**src/design/npm_pkg.sv**
```systemverilog
package npm_pkg;

	// ==========================================
	// Timing
	// ==========================================
	localparam int unsigned CLK_HZ       = 40000000;  // Fast clock rate
	localparam int unsigned IDLE_TIME_US = 100;        // Near-term idle threshold
	localparam int unsigned IDLE_CYC     = (IDLE_TIME_US * (CLK_HZ / 1000000));
	localparam int unsigned BOOT_CYC     = 64;         // Cold boot length in cycles
	localparam int unsigned WAKE_CYC     = 8;          // Deep sleep wake latency
	localparam int unsigned CNT_W        = 16;         // Counter width

	// ==========================================
	// Modes
	// ==========================================
	// Subsystem mode
	typedef enum logic [1:0] {
		SUB_OFF,
		SUB_SLEEP,
		SUB_ACTIVE
	} npm_sub_t;

	// Microcontroller mode
	typedef enum logic [1:0] {
		MCU_HIB   = 2'h0,
		MCU_DEEP  = 2'h1,
		MCU_SLEEP = 2'h2,
		MCU_RUN   = 2'h3
	} npm_mcu_t;

	// Chip mode
	typedef enum logic [1:0] {
		CHIP_HIB   = 2'h0,
		CHIP_DEEP  = 2'h1,
		CHIP_ACT   = 2'h2
	} npm_chip_t;

	// Per-block state
	typedef enum logic [1:0] {
		BLK_OFF,
		BLK_RUN,
		BLK_RET,
		BLK_WAKE
	} npm_blk_t;

endpackage

```
**src/design/npm_blk_if.sv**
```systemverilog
`timescale 1ns/1ps
// Link between the sequencer and one block tracker
interface npm_blk_if;
	logic enable;   // Block powered (subsystem enabled and cold boot done)
	logic busy;     // Block has pending activity
	logic holdOff;  // Sleep forbidden (pending interrupt)
	logic lowPower; // Block is in retention

	modport ctl (output enable, output busy, output holdOff, input lowPower);
	modport blk (input enable, input busy, input holdOff, output lowPower);
endinterface

```
**src/design/npm_blk_sleep.sv**
```systemverilog
`timescale 1ns/1ps
// Own sleep/wake manager for one block
module npm_blk_sleep
	import npm_pkg::*;
#(
	parameter int unsigned IDLE = IDLE_CYC,
	parameter int unsigned WAKE = WAKE_CYC
) (
	// Clock and reset
	input  wire logic clk,
	input  wire logic rst_n,
	// Sequencer side
	npm_blk_if.blk    port
);

	// ==========================================
	// State
	// ==========================================
	typedef struct packed {
		npm_blk_t         st;   // Block state
		logic [CNT_W-1:0] cnt;  // Idle or wake counter
	} npm_bs_t;

	npm_bs_t s_q;  // Registered state
	npm_bs_t s_d;  // Next state

	// Next-state logic
	always_comb begin
		s_d = s_q;
		if (!port.enable) begin
			s_d.st  = BLK_OFF;
			s_d.cnt = '0;
		end else begin
			unique case (s_q.st)
				BLK_OFF: begin
					s_d.st  = BLK_RUN;
					s_d.cnt = '0;
				end
				BLK_RUN: begin
					// Sleep only after a full idle period, never with irq up
					if (port.busy || port.holdOff) begin
						s_d.cnt = '0;
					end else if (s_q.cnt >= CNT_W'(IDLE - 1)) begin
						s_d.st  = BLK_RET;
						s_d.cnt = '0;
					end else begin
						s_d.cnt = s_q.cnt + 1'b1;
					end
				end
				BLK_RET: begin
					// Activity wakes the block by itself
					if (port.busy || port.holdOff) begin
						s_d.st  = BLK_WAKE;
						s_d.cnt = '0;
					end
				end
				BLK_WAKE: begin
					if (s_q.cnt >= CNT_W'(WAKE - 1)) begin
						s_d.st  = BLK_RUN;
						s_d.cnt = '0;
					end else begin
						s_d.cnt = s_q.cnt + 1'b1;
					end
				end
			endcase
		end
	end

	// State register
	always_ff @(posedge clk) begin
		if (!rst_n) begin
			s_q <= '{st: BLK_OFF, cnt: '0};
		end else begin
			s_q <= s_d;
		end
	end

	assign port.lowPower = (s_q.st == BLK_RET);

endmodule

```
**src/design/npm_power_fsm.sv**
```systemverilog
`timescale 1ns/1ps
// How it works
// - Hibernate: memories lost, only hibernate logic, RTC
// - Deep sleep: low supply, fast clocks off, retention
// - Each block sleeps and wakes independently
// - Active whenever either block runs
// - Disabled means both off, enable cold boots
// - Integrated chip deep sleep gates logic; MCU restarts
// - Chip mode from MCU and subsystem modes
// - MCU sleep gates core clocks, chip active
// - Enable request brings immediate active cold boot
// - Boot end raises irq until status read
// - Sleep decided internally, never shown to host
// - Block sleeps only after idle threshold
// - Command while sleeping wakes processor block
// - No deep sleep while irq asserted
// - Irq drops once host reads status
module npm_power_fsm
	import npm_pkg::*;
#(
	parameter int unsigned BOOT = BOOT_CYC,
	parameter int unsigned IDLE = IDLE_CYC,
	parameter int unsigned WAKE = WAKE_CYC
) (
	// Clock and reset
	input  wire logic      clk,
	input  wire logic      rst_n,
	// Host side
	input  wire logic      hibCtl,        // Hibernate control pin, high enables
	input  wire logic      procEnable,    // Internal enable register bit
	input  wire logic      integrated,    // High in the integrated variant
	input  wire logic      stopCmd,       // Stop command pulse
	input  wire logic      stopExpire,    // Host stop timeout has expired
	input  wire logic      hostCmd,       // Host command pulse
	input  wire logic      statusRead,    // Host read of status or event
	input  wire logic      eventPend,     // Internal event for the host
	output logic           hostIrq,       // Interrupt line to host
	// Activity inputs
	input  wire logic      procBusy,      // Processor block activity
	input  wire logic      radioBusy,     // Wireless block activity
	// Microcontroller
	input  npm_mcu_t       mcuMode,       // Microcontroller power mode
	output logic           mcuClkGate,    // Core clocks gated
	output logic           mcuRestart,    // Restart from reset vector pulse
	// Power controls
	output npm_sub_t       subMode,       // Subsystem mode
	output npm_chip_t      chipMode,      // Chip mode
	output logic           supplyLow,     // Supply levels lowered
	output logic           fastClkOn,     // Crystal and PLL running
	output logic           memRetain,     // Memories in retention
	output logic           memPowered,    // Memories powered
	output logic           logicGated,    // Main logic power-gated
	output logic           coldBoot,      // Cold boot in progress
	output logic           rtcOn          // Real-time clock running
);

	// ==========================================
	// Block trackers
	// ==========================================
	npm_blk_if procIf ();  // Processor block link
	npm_blk_if radioIf (); // Wireless block link

	// Top-level state
	typedef struct packed {
		npm_sub_t         sub;       // Subsystem mode
		logic             booting;   // Cold boot in progress
		logic [CNT_W-1:0] bootCnt;   // Boot counter
		logic             stopping;  // Stop command received
		logic             irq;       // Interrupt line
		logic             cmdPend;   // Host command pending
		npm_chip_t        chip;      // Chip mode
		logic             clkGate;   // Core clock gate
		logic             restart;   // Restart pulse
		logic             supLow;    // Supply lowered
		logic             fastOn;    // Fast clocks on
		logic             retain;    // Retention
		logic             memOn;     // Memory powered
		logic             gated;     // Logic gated
		logic             rtc;       // Real-time clock running
	} npm_st_t;

	npm_st_t s_q;   // Registered state
	npm_st_t s_d;   // Next state
	logic    enReq; // Enable request from pin or register

	// Chip mode table
	function automatic npm_chip_t chipOf(input npm_mcu_t m, input npm_sub_t s);
		unique case (m)
			MCU_HIB:  chipOf = CHIP_HIB;  // Only legal with subsystem off
			MCU_DEEP: chipOf = (s == SUB_ACTIVE) ? CHIP_ACT : CHIP_DEEP;
			default:  chipOf = CHIP_ACT;
		endcase
	endfunction

	// Discrete variant: no controller, so the chip simply follows the subsystem
	function automatic npm_chip_t subChipOf(input npm_sub_t s);
		unique case (s)
			SUB_OFF:   subChipOf = CHIP_HIB;
			SUB_SLEEP: subChipOf = CHIP_DEEP;
			default:   subChipOf = CHIP_ACT;
		endcase
	endfunction

	assign enReq = integrated ? procEnable : hibCtl;

	// Block activity and hold-off
	assign procIf.enable   = (s_q.sub != SUB_OFF) && !s_q.booting;
	assign radioIf.enable  = (s_q.sub != SUB_OFF) && !s_q.booting;
	assign procIf.busy     = procBusy || s_q.cmdPend;
	assign radioIf.busy    = radioBusy;
	assign procIf.holdOff  = s_q.irq;
	assign radioIf.holdOff = s_q.irq;

	// Processor block tracker
	npm_blk_sleep #(.IDLE(IDLE), .WAKE(WAKE)) uProc (
		.clk   (clk),
		.rst_n (rst_n),
		.port  (procIf)
	);

	// Wireless block tracker
	npm_blk_sleep #(.IDLE(IDLE), .WAKE(WAKE)) uRadio (
		.clk   (clk),
		.rst_n (rst_n),
		.port  (radioIf)
	);

	// ==========================================
	// Next-state logic
	// ==========================================
	always_comb begin
		s_d = s_q;
		s_d.restart = 1'b0;
		// Command pending until processor block leaves retention
		if (hostCmd && s_q.sub != SUB_OFF) begin
			s_d.cmdPend = 1'b1;
		end else if (!procIf.lowPower) begin
			s_d.cmdPend = 1'b0;
		end
		unique case (s_q.sub)
			SUB_OFF: begin
				s_d.irq      = 1'b0;
				s_d.stopping = 1'b0;
				s_d.cmdPend  = 1'b0;
				// An expired stop keeps the subsystem down even with enable high
				if (enReq && !stopExpire) begin
					s_d.sub     = SUB_ACTIVE;
					s_d.booting = 1'b1;
					s_d.bootCnt = '0;
				end
			end
			default: begin
				if (stopCmd) begin
					s_d.stopping = 1'b1;
				end
				if (stopExpire || (s_q.stopping && !enReq) || !enReq) begin
					s_d.sub     = SUB_OFF;
					s_d.booting = 1'b0;
					s_d.irq     = 1'b0;     // Nothing left to signal once off
				end else begin
					// Boot finished raises irq; event or read handled here
					if (s_q.booting) begin
						if (s_q.bootCnt >= CNT_W'(BOOT - 1)) begin
							s_d.booting = 1'b0;
							s_d.irq     = 1'b1;
						end else begin
							s_d.bootCnt = s_q.bootCnt + 1'b1;
						end
					end else if (eventPend) begin
						s_d.irq = 1'b1;  // Set wins over clear
					end else if (statusRead) begin
						s_d.irq = 1'b0;
					end
					// Deep sleep only when both blocks retain
					// Next irq value blocks entry in the very cycle it is raised
					if (!s_q.booting && !s_d.irq && procIf.lowPower && radioIf.lowPower) begin
						s_d.sub = SUB_SLEEP;
					end else begin
						s_d.sub = SUB_ACTIVE;
					end
				end
			end
		endcase
		// Chip mode and power controls
		s_d.chip    = integrated ? chipOf(mcuMode, s_d.sub) : subChipOf(s_d.sub);
		s_d.rtc     = 1'b1;
		s_d.clkGate = (mcuMode == MCU_SLEEP);
		if (s_q.chip == CHIP_DEEP && s_d.chip != CHIP_DEEP && integrated) begin
			s_d.restart = 1'b1;
		end
		s_d.fastOn = (s_d.chip == CHIP_ACT);
		s_d.supLow = (s_d.chip != CHIP_ACT);
		s_d.retain = (s_d.chip == CHIP_DEEP);
		s_d.memOn  = (s_d.chip != CHIP_HIB);
		s_d.gated  = (s_d.chip == CHIP_HIB) ||
		             (integrated && s_d.chip == CHIP_DEEP);
	end

	// State register
	always_ff @(posedge clk) begin
		if (!rst_n) begin
			s_q <= '{sub: SUB_OFF, booting: 1'b0, bootCnt: '0, stopping: 1'b0,
			         irq: 1'b0, cmdPend: 1'b0, chip: CHIP_HIB, clkGate: 1'b0,
			         restart: 1'b0, supLow: 1'b1, fastOn: 1'b0, retain: 1'b0,
			         memOn: 1'b0, gated: 1'b1, rtc: 1'b1};
		end else begin
			s_q <= s_d;
		end
	end

	// ==========================================
	// Outputs
	// ==========================================
	assign hostIrq    = s_q.irq;
	assign mcuClkGate = s_q.clkGate;
	assign mcuRestart = s_q.restart;
	assign subMode    = s_q.sub;
	assign chipMode   = s_q.chip;
	assign supplyLow  = s_q.supLow;
	assign fastClkOn  = s_q.fastOn;
	assign memRetain  = s_q.retain;
	assign memPowered = s_q.memOn;
	assign logicGated = s_q.gated;
	assign coldBoot   = s_q.booting;
	assign rtcOn      = s_q.rtc;

endmodule

```
**config.mk**
```make
export PLATFORM = sky130hd
export DESIGN_NAME = npm_power_fsm
export DESIGN_NICKNAME = d
export VERILOG_FILES = /design/src/design/npm_pkg.sv /design/src/design/npm_blk_if.sv /design/src/design/npm_blk_sleep.sv /design/src/design/npm_power_fsm.sv
export SDC_FILE = /design/constraint.sdc
export NUM_CORES = 1
export LEC_CHECK = 0
export BUFFER_PORTS_ARGS = -buffer_cell sky130_fd_sc_hd__buf_2
export CELL_PAD_IN_SITES_DETAIL_PLACEMENT = 1
export CELL_PAD_IN_SITES_GLOBAL_PLACEMENT = 1
export CORE_ASPECT_RATIO = 1.2
export CORE_MARGIN = 4
export CORE_UTILIZATION = 42
export CTS_BUF_LIST = sky130_fd_sc_hd__clkbuf_8 sky130_fd_sc_hd__clkbuf_16
export DETAILED_ROUTE_END_ITERATION = 6
export GPL_ROUTABILITY_DRIVEN = 0
export PLACE_DENSITY_LB_ADDON = 0.1
export SLEW_MARGIN = 20
export SYNTH_ARGS = -nofsm -noshare
export SYNTH_HDL_FRONTEND = slang
export SYNTH_SLANG_ARGS = --single-unit
export TNS_END_PERCENT = 30
```
**constraint.sdc**
```tcl
create_clock -name clk -period 2.55 [get_ports clk]
set_clock_uncertainty 0.2 [all_clocks]
set_input_delay 0.1275 -clock clk [delete_from_list [all_inputs] [get_ports clk]]
set_output_delay 0.1275 -clock clk [all_outputs]
set_load 0.1 [all_outputs]
```
# --- Word level (Yosys, flattened, before mapping) ---
# Index checks and enable logic that the tools add are counted.
classes:
  n_addsub: 3
  magnitude_cmp: 5
  n_eq_ne: 27
  mux: 40
  bitwise_logic: 1
  reduce_logical: 35
ops:
  columns: ["cell", "count"]
  rows:
  - ["one-hot mux 18 bit (4 select lines)", 2]
  - ["2-to-1 mux 16 bit", 8]
  - ["adder 16 x 1 -> 16 bit (second input constant)", 3]
  - ["2-to-1 mux 18 bit", 2]
  - [">= comparator 16 x 12 -> 1 bit (second input constant)", 2]
  - [">= comparator 16 x 3 -> 1 bit (second input constant)", 2]
  - ["2-to-1 mux 21 bit", 1]
  - ["!= test 2 x 1 -> 1 bit (second input constant)", 10]
  - ["2-to-1 mux 19 bit", 1]
  - ["2-to-1 mux 2 bit", 9]
  - ["2-to-1 mux 17 bit", 1]
  - [">= comparator 16 x 6 -> 1 bit (second input constant)", 1]
  - ["equality test 2 bit (second input constant)", 7]
  - ["2-to-1 mux 1 bit", 13]
  - ["equality test 2 x 1 -> 1 bit (second input constant)", 6]
  - ["logical NOT 2 bit", 6]
  - ["AND reduction 4 bit", 3]
  - ["logical AND 1 bit", 10]
  - ["!= test 2 bit (second input constant)", 4]
  - ["one-hot mux 2 bit (2 select lines)", 2]
  - ["logical OR 1 bit", 6]
  - ["nonzero test 2 bit", 3]
  - ["logical NOT 1 bit", 4]
  - ["2-to-1 mux 3 bit", 1]
  - ["4 further kinds", 4]
word_totals:
  register_bits: 68
  inputBits: 14
  out_inout_bits: 14
  wordCells: 130

# --- Longest topological paths before layout ---
logic_depth:
  word_depth: 22
  ltp_mapped: 8
  ltp_nobuf: 7

# --- By module ---
# A second synthesis with hierarchy kept.
hier_totals:
  hier_cells: 363
  area_unflattened_um2: 3303.2
by_module_without_submodules:
  columns: ["module", "instances", "cells_per_inst", "area_per_inst_um2", "seq_area_each_um2"]
  rows:
  - ["npm_power_fsm", 1, 130, 1208.7, 600.6]
  - ["npm_blk_sleep (uProc)", 1, 115, 1051.0, 360.3]
  - ["npm_blk_sleep (uRadio)", 1, 118, 1043.5, 360.3]

# --- Least setup slack after synthesis ---
# OpenSTA, ideal clock, no wires.
synth_path:
  path_type: "reg2reg"
  from: "reg s_q (netlist bit hostIrq)"
  to: "reg uRadio.s_q[3] (netlist name)"
  arrival_ps: 2252
  required_time_ps: 2263
  setup_slack_ps: 11
  path_stages_with_launch: 8
  path_buffers: 2
  cell_sequence: "dfxtp_1 -> buf_2 -> or3b_2 -> clkbuf_1 -> nor3_1 -> and2_1 -> a41oi_1 -> o31ai_1"
synth_via:
  elab_chain_len: 3
synth_rtl:
  columns: ["element", "line", "text"]
  rows:
  - ["start, declared", "npm_power_fsm.sv:82", "npm_st_t s_q;"]
  - ["start signal, assigned", "npm_power_fsm.sv:202", "s_q <= '{sub: SUB_OFF, booting: 1'b0, bootCnt: '0, stopping: 1'b0,"]
  - ["logical OR 1 bit (*)", "npm_blk_sleep.sv:41, npm_blk_sleep.sv:52", null]
  - ["2-to-1 mux 16 bit", "npm_blk_sleep.sv:41", "if (port.busy || port.holdOff) begin"]
  - ["one-hot mux 18 bit (4 select lines)", "npm_blk_sleep.sv:34", "unique case (s_q.st)"]
  - ["end signal, assigned", "npm_blk_sleep.sv:72", "s_q <= '{st: BLK_OFF, cnt: '0};"]
  - ["end, declared", "npm_blk_sleep.sv:24", "npm_bs_t s_q;"]
# Mark *: on every way between the ends. The rest lies on a longest branch, timed or not.
# A chain may end at the register's enable or synchronous reset.

# --- Worst setup path after layout ---
layout_path:
  from: "reg uRadio.s_q[0] (netlist name)"
  to: "reg uRadio.s_q[6] (netlist name)"
layout_via:
  elab_chain_len: 4
layout_rtl:
  columns: ["element", "line", "text"]
  rows:
  - ["adder 16 x 1 -> 16 bit or >= comparator 16 x 12 -> 1 bit (tied branches)", "npm_blk_sleep.sv:47, npm_blk_sleep.sv:62, npm_blk_sleep.sv:43", null]
  - ["2-to-1 mux 16 bit", "npm_blk_sleep.sv:43", "end else if (s_q.cnt >= CNT_W'(IDLE - 1)) begin"]
  - ["2-to-1 mux 16 bit", "npm_blk_sleep.sv:41", null]
  - ["one-hot mux 18 bit (4 select lines) (*)", "npm_blk_sleep.sv:34", null]
# Marks and branches as above.

==> results.toml <==
[clock_tree]
root_buffer = "clkbuf_8"
cts_tree = "built"
clockBufferDepth = 2
ctsResizeCount = 0
cts_max_level = 3
cts_num_sinks = 66
worstSkewPairLatency_ns = 0.34
clk_pin_slew_ns = 0.08
cts_inserted_buffers = 9

[grt]
grt_max_degree = 13
grt_overflow = 0
grt_pass1_vias = 2773
antenna_found_initial = 0
grt_pass1_wl_um = 13290
grt_usage_pct = 18.87

[sta]
hold_violations = 0
worstMarginPinSlew_ns = 0.7150
fin_crit_ns = 2.304
grt_setup_unrepaired = "false"
fin_tns_setup_ns = 0
setup_violations = 0
fmax_ghz = 0.4340
final_max_slew_viol_count = 0
fin_crit_sh_pct = 90.37
relSlewSlack_pct = 51.58

[drt]
dr_wl_met2_um = 3899
viasPerCell = 5.584
routed.top_layer = "met4"
final_antenna_net_count = 0
met3_wirelength_um = 189
met1_length_um = 3548
post_drt_wl_per_cell_um = 15.52
first_pass_iters = 3
vias = 2792
drc = 0
drt-initial-drc-count = 54
routed_wl_um = 7759

[setup_path]
critical_path_class = "flop to flop"
rr_worst_depth = 7
crit_fanout = 8
end_kind = "flop"
start_kind = "flop"
cp_data_required_time_ns = 2.59
cp.arrival_ns = 2.35

[pwr]
combinationalPowerShare_pct = 8.7
p_seq_share_pct = 50.0
internal_power_mw = 1.537
p_clk_share_pct = 41.4
powerDensity_nw_per_um2 = 562.4
p_sw_uw = 562.0
p_sw_share_pct = 26.77
p_leak_nw = 1.484
ir_drop_v = 0.0003451

[die]
die_x_um = 87.55
io_pins = 28
coreArea_sq_um = 7317
fp.dieH_um = 103.5
dieArea_sq_um = 9058
core.rowCount = 34
initial_core_util_pct = 43.59

[cells_and_area]
nets = 433
syn2layout_area_growth_pct = 17.03
layout-drive-gt1-share_pct = 16.10
diodes = 0
finalNonFillerCells = 500
fillers = 876
layout_commonest_cell = "dfxtp_1"
final_cell_mix = "dfxtp_1, nand2_1, nor2_1"

[synthesis]
synthCells = 362
syn-num-nets = 389
synth.distinct_cells = 49
yosysSeqAreaShare_pct = 41.43
syn_area_sq_um = 3189
synth_flop_cell = "dfxtp_1"
ys_ff_latch = 66
async_reset_ff_share_pct = 0
synth-edff-count = 0
ys.warnings.count = 0
postSynthAreaPerCell_sq_um = 8.810

[placement]
hpwl_um = 5504
dpl.cell_count = 475
io_buffers = 25

[min_path]
whs_path_depth = 4
hold_class = "input port to flop"

[status]
status = "completed"

[run]
cap_violations = 0
## area by class of cell
cell class | count | area [sq um] | share of cell area, %
clock buffer | 9 | 123.9 | 3.319
timing repair buffer | 46 | 307.8 | 8.247
multi-input combinational | 272 | 1758 | 47.10
clock inverter | 6 | 67.56 | 1.810
tap | 90 | 112.6 | 3.017
inverter | 11 | 41.29 | 1.106
sequential | 66 | 1321 | 35.40
## power by group through the flow
stage / Combinational (mW) / Sequential (mW) / Clock, mW
floorplan: 0.0773 / 1.13 / 0
global placement: 0.168 / 1.07 / 0
detailed placement: 0.171 / 1.07 / 0
CTS: 0.182 / 1.05 / 0.906
global route: 0.195 / 1.05 / 0.961
finish: 0.182 / 1.05 / 0.868
## repair_timing
| item | CTS | global route |
|---|---|---|
| hold buffers | 10 | 0 |
| setup buffers | 0 | 0 |
| endpoints found under the hold margin | 14 | 0 |
## flip-flops by register name, indices dropped and copies added (netlist names)
| signal | count |
|---|---|
| supplyLow | 1 |
| mcuClkGate | 1 |
| fastClkOn | 1 |
| hostIrq | 1 |
| mcuRestart | 1 |
| uRadio.s_q | 18 |
| s_q | 17 |
| memPowered | 1 |
| logicGated | 1 |
| chipMode | 2 |
| uProc.s_q | 18 |
| coldBoot | 1 |
| memRetain | 1 |
| subMode | 2 |
## worst paths after layout
check	start	to	slack [ns]
hold / removal	radioBusy	uRadio.s_q[1]	0.05
setup / recovery	uRadio.s_q[0]	uRadio.s_q[6]	0.25
hold reg to reg	s_q[23]	s_q[23]	0.26
setup reg to reg	uRadio.s_q[0]	uRadio.s_q[6]	0.25
## synthesized netlist by cell type (3+ instances only)
master    instances  share of area, %
a211oi_1          3              0.71
a21oi_1          11               1.7
a41oi_1           7               1.9
and2_1           20               3.9
and3_1           15               2.9
and4_1            3              0.82
buf_4             5               1.2
clkbuf_1          7              0.82
dfxtp_1          66                41
ha_1             13               5.1
inv_1            11               1.3
mux2i_1           4               1.3
nand2_1          36               4.2
nand2b_1          3              0.59
nand3_1          21               3.3
nand4_1          12               2.4
nor2_1           28               3.3
nor2b_1          11               2.2
nor3_1            8               1.3
nor4_1            6               1.2
nor4b_1           4               1.1
o211ai_1          3              0.71
o21ai_0          13               2.0
o22ai_1           4              0.78
o31ai_1           6               1.4
or2_2             5              0.98
xnor2_1           3              0.82
xor2_1            8               2.2
## logic make-up after synthesis
kind of cell	synth area share, %
flip-flops	41.43
adder cells (fa/ha/maj)	5.100
AO/OA/AOI/OAI	14.32
multiplexers	1.962
buffers and inverters	3.452
AND/OR/NAND/NOR	30.60
other	0.1176
XOR/XNOR	3.021
## metrics by stage
stage	area [sq um]	util (%)	total power [mW]	hold slack (ns)	setup slack, ns
6_report	3732	51.01	2.099	0.05090	0.2457
5_1_grt	3732	51.01	2.207	0.05702	0.09003
4_1_cts	3732	51.01	2.137	0.02504	0.2545
3_5_place_dp	3441	47.02	1.244	0.1432	0.2915
3_3_place_gp	3441	47.02	1.241	0.1352	0.3338
2_1_floorplan	3189	-	1.206	0.01637	0.01118
## worst max-delay path: stages (launching register included)
cell and delay [ns]:
dfxtp_1 0.35, ha_1 0.28, and4_1 0.23, o311a_4 0.33
o41ai_4 0.37, buf_4 0.23, a41oi_1 0.12, o31ai_1 0.10
## metal layers
layer  up-vias  track usage [%]
met2        27            32.60
met5         -                0
met3         9            4.517
met1      1362            22.38
li1       1394                -
met4         0            7.674
(Power assumes the default switching activity.)
